--- config.mk ---
export PLATFORM = sky130hd
export DESIGN_NAME = csc_top
export DESIGN_NICKNAME = d
export VERILOG_FILES = /design/src/hw/csc_pkg.sv /design/src/hw/csc_top.sv /design/src/hw/csc_edge.sv
export SDC_FILE = /design/constraint.sdc
export NUM_CORES = 1
export LEC_CHECK = 0
export BUFFER_PORTS_ARGS = -buffer_cell sky130_fd_sc_hd__buf_4
export CORE_MARGIN = 8
export CORE_UTILIZATION = 30
export DETAILED_ROUTE_END_ITERATION = 12
export PLACE_DENSITY = 0.61
export SETUP_SLACK_MARGIN = 0.02
export SLEW_MARGIN = 20
export SYNTH_ARGS = -nofsm -noshare
export SYNTH_HDL_FRONTEND = slang
export SYNTH_HIERARCHICAL = 1
export SYNTH_SLANG_ARGS = --single-unit
--- constraint.sdc ---
create_clock -name aclk -period 4.15 [get_ports aclk]
set_input_delay 0.415 -clock aclk [delete_from_list [all_inputs] [get_ports aclk]]
set_output_delay 0.415 -clock aclk [all_outputs]
set_load 0.05 [all_outputs]
--- src/hw/csc_pkg.sv ---
package csc_pkg;

	// ------------------------------------------------------------
	// Register map
	// ------------------------------------------------------------
	localparam logic [7:0] OFS_CTRL = 8'h00;
	localparam logic [7:0] OFS_STATUS = 8'h04;
	localparam logic [7:0] OFS_TARGET = 8'h08;

	localparam int CTRL_FORCE_BIT = 0;
	localparam int CTRL_NOCOLD_BIT = 1;
	localparam int CTRL_NOHOT_BIT = 2;
	localparam int CTRL_SHIFT_LSB = 4;
	localparam int CTRL_SHIFT_W = 3;
	localparam logic [31:0] CTRL_RESET = 32'h0000_0040;
	localparam logic [31:0] CTRL_MASK = 32'h0000_0077;

	localparam int ST_FAST_BIT = 0;
	localparam int ST_HOT_BIT = 1;
	localparam int ST_COLD_BIT = 2;
	localparam int ST_DONE_BIT = 3;
	localparam int ST_IN_LSB = 4;

	localparam logic [1:0] RESP_OKAY = 2'b00;
	localparam logic [1:0] RESP_SLVERR = 2'b10;

	// ------------------------------------------------------------
	// Analogue targets
	// ------------------------------------------------------------
	localparam int SENSE_W = 18;
	localparam logic [17:0] SENSE_FAST_UV = 18'h3_D090;
	localparam logic [9:0] CELL_LOCKOUT_MV = 10'h190;

	// ------------------------------------------------------------
	// Input bundle positions and states
	// ------------------------------------------------------------
	localparam int IN_W = 5;
	localparam int IN_POR = 0;
	localparam int IN_UV = 1;
	localparam int IN_REG = 2;
	localparam int IN_WARM = 3;
	localparam int IN_COOL = 4;

	typedef enum logic [1:0] {
		CSC_TRICKLE = 2'b01,
		CSC_FAST = 2'b10
	} csc_state_t;

endpackage

--- src/hw/csc_top.sv ---
// Implementation choices: the AXI4-Lite interface to the registers and the register addresses.
`timescale 1ns/1ps
module csc_top #(
	parameter int ADDR_W = 8
) (
	input wire logic aclk,
	input wire logic aresetn,
	input wire logic [ADDR_W-1:0] s_axi_awaddr,
	input wire logic [2:0] s_axi_awprot,
	input wire logic s_axi_awvalid,
	output logic s_axi_awready,
	input wire logic [31:0] s_axi_wdata,
	input wire logic [3:0] s_axi_wstrb,
	input wire logic s_axi_wvalid,
	output logic s_axi_wready,
	output logic [1:0] s_axi_bresp,
	output logic s_axi_bvalid,
	input wire logic s_axi_bready,
	input wire logic [ADDR_W-1:0] s_axi_araddr,
	input wire logic [2:0] s_axi_arprot,
	input wire logic s_axi_arvalid,
	output logic s_axi_arready,
	output logic [31:0] s_axi_rdata,
	output logic [1:0] s_axi_rresp,
	output logic s_axi_rvalid,
	input wire logic s_axi_rready,
	input wire logic power_on_release,
	input wire logic cell_undervoltage,
	input wire logic in_regulation,
	input wire logic warm_enough,
	input wire logic cool_enough,
	input wire logic timeout_event,
	input wire logic slope_event,
	output logic fast_mode,
	output logic gain_boost,
	output logic [csc_pkg::SENSE_W-1:0] sense_target_uv
);
	import csc_pkg::*;

	// ------------------------------------------------------------
	// Decode helpers
	// ------------------------------------------------------------
	function automatic logic is_mapped(input logic [ADDR_W-1:0] addr);
		logic [7:0] a;
		a = addr[7:0];
		is_mapped = (a == OFS_CTRL) || (a == OFS_STATUS) || (a == OFS_TARGET);
	endfunction

	// ------------------------------------------------------------
	// Input edges
	// ------------------------------------------------------------
	logic [IN_W-1:0] in_bus;
	logic [IN_W-1:0] in_rise;
	logic [IN_W-1:0] in_fall;

	assign in_bus[IN_POR] = power_on_release;
	assign in_bus[IN_UV] = cell_undervoltage;
	assign in_bus[IN_REG] = in_regulation;
	assign in_bus[IN_WARM] = warm_enough;
	assign in_bus[IN_COOL] = cool_enough;

	csc_edge #(
		.W(IN_W)
	) u_edge (
		.aclk(aclk),
		.aresetn(aresetn),
		.sig_in(in_bus),
		.rise(in_rise),
		.fall(in_fall)
	);

	// ------------------------------------------------------------
	// Control register fields
	// ------------------------------------------------------------
	logic [31:0] ctrl_ff;
	logic ctrl_force;
	logic ctrl_nocold;
	logic ctrl_nohot;
	logic [CTRL_SHIFT_W-1:0] ctrl_shift;

	assign ctrl_force = ctrl_ff[CTRL_FORCE_BIT];
	assign ctrl_nocold = ctrl_ff[CTRL_NOCOLD_BIT];
	assign ctrl_nohot = ctrl_ff[CTRL_NOHOT_BIT];
	assign ctrl_shift = ctrl_ff[CTRL_SHIFT_LSB +: CTRL_SHIFT_W];

	// ------------------------------------------------------------
	// Charge state
	// ------------------------------------------------------------
	csc_state_t state_ff;
	csc_state_t nxt_state;
	logic hot_ff;
	logic nxt_hot;
	logic cold_ff;
	logic nxt_cold;
	logic done_ff;
	logic nxt_done;
	logic [SENSE_W-1:0] target_ff;
	logic [SENSE_W-1:0] nxt_target;
	logic warm_ok;
	logic cool_ok;
	logic allow_fast;
	logic start_req;

	// The hot latch only clears on a new power-up, the done latch also when in_regulation rises, so a pack that
	// cooled or finished never slips back into fast on a marginal comparator.
	always_comb begin
		nxt_state = state_ff;
		nxt_hot = hot_ff;
		nxt_cold = cold_ff;
		nxt_done = done_ff;
		warm_ok = warm_enough | ctrl_nocold;
		cool_ok = cool_enough | ctrl_nohot;
		allow_fast = warm_ok && cool_ok && !cell_undervoltage && !hot_ff && !done_ff && !ctrl_force;
		start_req = 1'b0;
		if (!power_on_release) begin
			nxt_state = CSC_TRICKLE;
			nxt_hot = 1'b0;
			nxt_cold = 1'b0;
			nxt_done = 1'b0;
		end else if (in_rise[IN_POR]) begin
			nxt_hot = !cool_ok;
			nxt_cold = !warm_ok;
			nxt_done = timeout_event || slope_event;
			if (!cell_undervoltage && !in_regulation && warm_ok && cool_ok && !ctrl_force
				&& !timeout_event && !slope_event) begin
				nxt_state = CSC_FAST;
			end
		end else if (timeout_event || slope_event) begin
			nxt_state = CSC_TRICKLE;
			nxt_done = 1'b1;
		end else begin
			if (in_rise[IN_WARM]) begin
				nxt_cold = 1'b0;
			end
			if (in_rise[IN_REG]) begin
				nxt_done = 1'b0;
			end
			if (in_fall[IN_REG] && !cool_ok) begin
				nxt_hot = 1'b1;
			end
			if (in_fall[IN_COOL] && !ctrl_nohot) begin
				nxt_state = CSC_TRICKLE;
				nxt_hot = 1'b1;
			end else if (state_ff == CSC_FAST) begin
				if (in_rise[IN_UV] || in_rise[IN_REG] || ctrl_force) begin
					nxt_state = CSC_TRICKLE;
				end
			end else begin
				start_req = (in_fall[IN_UV] && !in_regulation)
					|| in_fall[IN_REG]
					|| (in_rise[IN_WARM] && cold_ff && !in_regulation);
				if (start_req && allow_fast) begin
					nxt_state = CSC_FAST;
				end
			end
		end
		case (nxt_state)
			CSC_FAST: begin
				nxt_target = SENSE_FAST_UV;
			end
			CSC_TRICKLE: begin
				nxt_target = SENSE_FAST_UV >> ctrl_shift;
			end
			default: begin
				nxt_target = SENSE_FAST_UV >> ctrl_shift;
			end
		endcase
	end

	always_ff @(posedge aclk) begin
		if (!aresetn) begin
			state_ff <= CSC_TRICKLE;
			hot_ff <= 1'b0;
			cold_ff <= 1'b0;
			done_ff <= 1'b0;
			target_ff <= SENSE_FAST_UV >> CTRL_RESET[CTRL_SHIFT_LSB +: CTRL_SHIFT_W];
		end else begin
			state_ff <= nxt_state;
			hot_ff <= nxt_hot;
			cold_ff <= nxt_cold;
			done_ff <= nxt_done;
			target_ff <= nxt_target;
		end
	end

	assign fast_mode = (state_ff == CSC_FAST);
	assign gain_boost = (state_ff != CSC_FAST);
	assign sense_target_uv = target_ff;

	// ------------------------------------------------------------
	// AXI4-Lite write channel
	// ------------------------------------------------------------
	logic aw_held_ff;
	logic nxt_aw_held;
	logic [ADDR_W-1:0] aw_addr_ff;
	logic [ADDR_W-1:0] nxt_aw_addr;
	logic w_held_ff;
	logic nxt_w_held;
	logic [31:0] w_data_ff;
	logic [31:0] nxt_w_data;
	logic [3:0] w_strb_ff;
	logic [3:0] nxt_w_strb;
	logic bvalid_ff;
	logic nxt_bvalid;
	logic [1:0] bresp_ff;
	logic [1:0] nxt_bresp;
	logic [31:0] nxt_ctrl;
	logic [31:0] strb_mask;

	// Address and data are parked separately, so either may arrive first;
	// the write commits only once both are held and no response is pending.
	always_comb begin
		nxt_aw_held = aw_held_ff;
		nxt_aw_addr = aw_addr_ff;
		nxt_w_held = w_held_ff;
		nxt_w_data = w_data_ff;
		nxt_w_strb = w_strb_ff;
		nxt_bvalid = bvalid_ff;
		nxt_bresp = bresp_ff;
		nxt_ctrl = ctrl_ff;
		strb_mask = {{8{w_strb_ff[3]}}, {8{w_strb_ff[2]}}, {8{w_strb_ff[1]}}, {8{w_strb_ff[0]}}};
		if (s_axi_awvalid && s_axi_awready) begin
			nxt_aw_held = 1'b1;
			nxt_aw_addr = s_axi_awaddr;
		end
		if (s_axi_wvalid && s_axi_wready) begin
			nxt_w_held = 1'b1;
			nxt_w_data = s_axi_wdata;
			nxt_w_strb = s_axi_wstrb;
		end
		if (aw_held_ff && w_held_ff && !bvalid_ff) begin
			nxt_aw_held = 1'b0;
			nxt_w_held = 1'b0;
			nxt_bvalid = 1'b1;
			nxt_bresp = is_mapped(aw_addr_ff) ? RESP_OKAY : RESP_SLVERR;
			if (aw_addr_ff[7:0] == OFS_CTRL) begin
				nxt_ctrl = ((ctrl_ff & ~strb_mask) | (w_data_ff & strb_mask)) & CTRL_MASK;
			end
		end
		if (bvalid_ff && s_axi_bready) begin
			nxt_bvalid = 1'b0;
		end
	end

	always_ff @(posedge aclk) begin
		if (!aresetn) begin
			aw_held_ff <= 1'b0;
			aw_addr_ff <= '0;
			w_held_ff <= 1'b0;
			w_data_ff <= 32'h0000_0000;
			w_strb_ff <= 4'h0;
			bvalid_ff <= 1'b0;
			bresp_ff <= RESP_OKAY;
			ctrl_ff <= CTRL_RESET;
		end else begin
			aw_held_ff <= nxt_aw_held;
			aw_addr_ff <= nxt_aw_addr;
			w_held_ff <= nxt_w_held;
			w_data_ff <= nxt_w_data;
			w_strb_ff <= nxt_w_strb;
			bvalid_ff <= nxt_bvalid;
			bresp_ff <= nxt_bresp;
			ctrl_ff <= nxt_ctrl;
		end
	end

	assign s_axi_awready = !aw_held_ff && !bvalid_ff;
	assign s_axi_wready = !w_held_ff && !bvalid_ff;
	assign s_axi_bvalid = bvalid_ff;
	assign s_axi_bresp = bresp_ff;

	// ------------------------------------------------------------
	// AXI4-Lite read channel
	// ------------------------------------------------------------
	logic rvalid_ff;
	logic nxt_rvalid;
	logic [31:0] rdata_ff;
	logic [31:0] nxt_rdata;
	logic [1:0] rresp_ff;
	logic [1:0] nxt_rresp;
	logic [31:0] status_word;

	always_comb begin
		status_word = 32'h0000_0000;
		status_word[ST_FAST_BIT] = fast_mode;
		status_word[ST_HOT_BIT] = hot_ff;
		status_word[ST_COLD_BIT] = cold_ff;
		status_word[ST_DONE_BIT] = done_ff;
		status_word[ST_IN_LSB +: IN_W] = in_bus;
		nxt_rvalid = rvalid_ff;
		nxt_rdata = rdata_ff;
		nxt_rresp = rresp_ff;
		if (s_axi_arvalid && s_axi_arready) begin
			nxt_rvalid = 1'b1;
			nxt_rresp = is_mapped(s_axi_araddr) ? RESP_OKAY : RESP_SLVERR;
			case (s_axi_araddr[7:0])
				OFS_CTRL: begin
					nxt_rdata = ctrl_ff;
				end
				OFS_STATUS: begin
					nxt_rdata = status_word;
				end
				OFS_TARGET: begin
					nxt_rdata = {{(32 - SENSE_W){1'b0}}, target_ff};
				end
				default: begin
					nxt_rdata = 32'h0000_0000;
				end
			endcase
		end else if (rvalid_ff && s_axi_rready) begin
			nxt_rvalid = 1'b0;
		end
	end

	always_ff @(posedge aclk) begin
		if (!aresetn) begin
			rvalid_ff <= 1'b0;
			rdata_ff <= 32'h0000_0000;
			rresp_ff <= RESP_OKAY;
		end else begin
			rvalid_ff <= nxt_rvalid;
			rdata_ff <= nxt_rdata;
			rresp_ff <= nxt_rresp;
		end
	end

	assign s_axi_arready = !rvalid_ff;
	assign s_axi_rvalid = rvalid_ff;
	assign s_axi_rdata = rdata_ff;
	assign s_axi_rresp = rresp_ff;

endmodule

--- src/hw/csc_edge.sv ---
`timescale 1ns/1ps
module csc_edge #(
	parameter int W = 5
) (
	input wire logic aclk,
	input wire logic aresetn,
	input wire logic [W-1:0] sig_in,
	output logic [W-1:0] rise,
	output logic [W-1:0] fall
);

	logic [W-1:0] prev_ff;
	logic [W-1:0] nxt_prev;

	// Previous levels reset low, so a level already high at release reads as a rise.
	always_comb begin
		nxt_prev = sig_in;
	end

	always_ff @(posedge aclk) begin
		if (!aresetn) begin
			prev_ff <= '0;
		end else begin
			prev_ff <= nxt_prev;
		end
	end

	genvar i;
	generate
		for (i = 0; i < W; i++) begin : g_edge
			assign rise[i] = sig_in[i] & ~prev_ff[i];
			assign fall[i] = ~sig_in[i] & prev_ff[i];
		end
	endgenerate

endmodule

==> flow_summary.yaml <==
sta:
  totalNegativeSetupSlack_ns: 0
  setup_viol: 0
  fin_crit_sh_pct: 52.5
  timing_hold_violations_final: 0
  final-max-slew-violation-count: 0
  final.min_clock_period_ns: 2.18
  max_slew_headroom_at_the_worst_pin_pct: 41.6
  worst_slew_pin_slew_ns: 0.874
  clock-skew-final_ns: 0.00974
  max_freq_mhz: 459
  setup_repair_after_global_routing_missed_its_margin: "false"
global_route:
  vias_in_the_first_global_route: 2599
  grt_antenna_before_repair: 0
  grt_util_all_layers_pct: 11.2
  pin_count_of_the_biggest_net_entering_global_routing: 70
  grt_pass1_wl_mm: 13.0
  globalRouteOverflowTotal: 0
cts:
  clkLatencyLatePin_ns: 0.36
  root_buffer: "clkbuf_8"
  cts_post_setup_buffers_inserted: 0
  post_cts_resize_count: 0
  clock_path_buffers: 2
  clock_tree.htree_level_count: 3
  cts.reportedPaths.clkPinSlew_ns: 0.08
  number_of_clock_buffers_inserted_by_tritoncts: 9
  cts_tree: "done"
  clock_sinks: 73
  cts_hold_buf: 0
critical_path:
  startpoint: "u_edge/prev_ff[2]"
  reg2reg_slack_ns: 1.97
  crit_family: "simple AND/OR/NAND/NOR gates"
  cp_slowest_cell: "nor4b_4"
  worstRegToRegCells: 6
  worstSetupStartpointType: "register"
  worst-setup-path-type: "register to register"
  worst-path-buf-inv: 1
  cp_data_arrival_time_ns: 2.39
  cp_slowest_stage_delay_ns: 0.62
  path_cells: "nor2b_1 -> inv_1 -> a2111oi_4 -> a211oi_2 -> nor4b_4 -> o21ai_1"
  worst-path-max-fanout: 12
  crit-reg2reg-capture: "sense_target_uv[11]"
  critical_path_required_ns: 4.36
  crit_path_end_kind: "register"
  rr_startpoint: "u_edge/prev_ff[2]"
pwr:
  static-leakage-power_nw: 1.76
  share_clk_of_total_power_pct: 42.5
  seqPwrFrac_pct: 44.9
  vdd.ir_drop.worst_mv: 0.206
  cellPowerDensity_nw_per_um2: 399
  netSwitchingFraction_pct: 25.1
  p_sw_mw: 0.412
  internal_power_contribution_mw: 1.23
  p_comb_share_pct: 12.6
cells_and_area:
  finalNetCount: 498
  insertedDiodeCount: 0
  post_route_cells_drive_above_1_share_pct: 25.5
  flow.area_growth_from_synthesis_pct: 28.1
  final_cell_area_um2: 4110
  mostFrequentLayoutCells: "buf_4, dfxtp_1, nand2_1"
  layout_commonest_cell: "buf_4"
status:
  outcome: "complete, no violations"
min_path:
  worst_hold_path.endpoint: "s_axi_rvalid"
  timing.hold.worst.class: "input pin to register"
  min_delay_path_depth: 2
  hold_path.startpoint: "s_axi_arvalid"
die:
  floorplan.io_pins: 133
  rows: 37
  floorplan.die.width_um: 119
  core_area_um2: 10400
  die-area_um2: 14200
  effective_utilization_at_floorplan_pct: 30.9
  dieHeight_um: 119
yosys:
  syn_avg_cell_area_um2: 9.24
  cell_count_after_synthesis: 347
  post_synth_instance_area_um2: 3210
  ys_warn_count: 6
routing:
  route.detailed.wl_per_inst_um: 13.9
  violation_count_after_the_first_detailed_routing_iteration: 128
  routed-via-count: 2566
  post_drt_via_cell_ratio: 4.56
  routed_wl_mm: 7.83
  detail_route.first_pass.iterations: 4
  drc: 0
  ant_nets: 0
place:
  routabilityCongestion: 0.783
  place_area_um2: 3850
  port_buffers: 81
  place_hpwl_mm: 5.94
flow_run:
  max_cap_violations: 0
==> power by group through the flow <==
stage	sequential (mW)	combinational, mW	clock (mW)
3_5_place_dp	0.752	0.207	0
4_1_cts	0.736	0.208	0.717
3_3_place_gp	0.752	0.205	0
2_1_floorplan	0.768	0.141	0
6_report	0.736	0.206	0.698
5_1_grt	0.739	0.224	0.745
==> routing by layer <==
metal | share of wire, % | vias to the layer above | GRT usage (%)
li1 | - | 1298 | -
met1 | 43 | 1165 | 12.5
met2 | 46 | 91 | 18.1
met3 | 9.8 | 12 | 5.57
met4 | 1.6 | 0 | 3.90
met5 | 0 | - | 0
==> through the flow <==
step	power (mW)	worst slack (ns)	utilization (%)	instances	hold slack, ns
3_5_place_dp	0.960	1.74	37.1	547	0.458
3_3_place_gp	0.957	1.75	37.1	547	0.447
5_1_grt	1.71	1.75	39.6	563	0.278
4_1_cts	1.66	1.94	39.6	563	0.274
2_1_floorplan	0.909	1.94	-	362	0.437
6_report	1.64	1.97	39.6	563	0.289
==> flip-flops by register name, summed over array words and instances, names as in the netlist, named ones only <==
register	cells
aw_addr_ff	8
aw_held_ff	1
cold_ff	1
done_ff	1
hot_ff	1
s_axi_bresp	1
s_axi_bvalid	1
s_axi_rdata	18
s_axi_rresp	1
s_axi_rvalid	1
sense_target_uv	18
state_ff	2
u_edge/prev_ff	5
w_data_ff	6
w_held_ff	1
w_strb_ff	1
==> worst max-delay path by stage <==
stage / end / slack [ns] / depth (start not counted)
6_report: sense_target_uv[11] / 1.97 / 6
3_5_place_dp: sense_target_uv[11] / 1.74 / 7
3_3_place_gp: sense_target_uv[11] / 1.75 / 7
5_1_grt: sense_target_uv[10] / 1.75 / 6
2_1_floorplan: w_data_ff[0] / 1.94 / 5
4_1_cts: sense_target_uv[11] / 1.94 / 6
==> layout make-up <==
type                    instances  area (um^2)
clock buffers                  12          155
clock inverters                 4         98.8
fillers                      1065         6260
inverters                       9         33.8
multi-input cells             248         1580
flip-flops and latches         73         1460
well taps                     136          170
repair buffers                 81          608
Power figures use the tool's default switching activity.
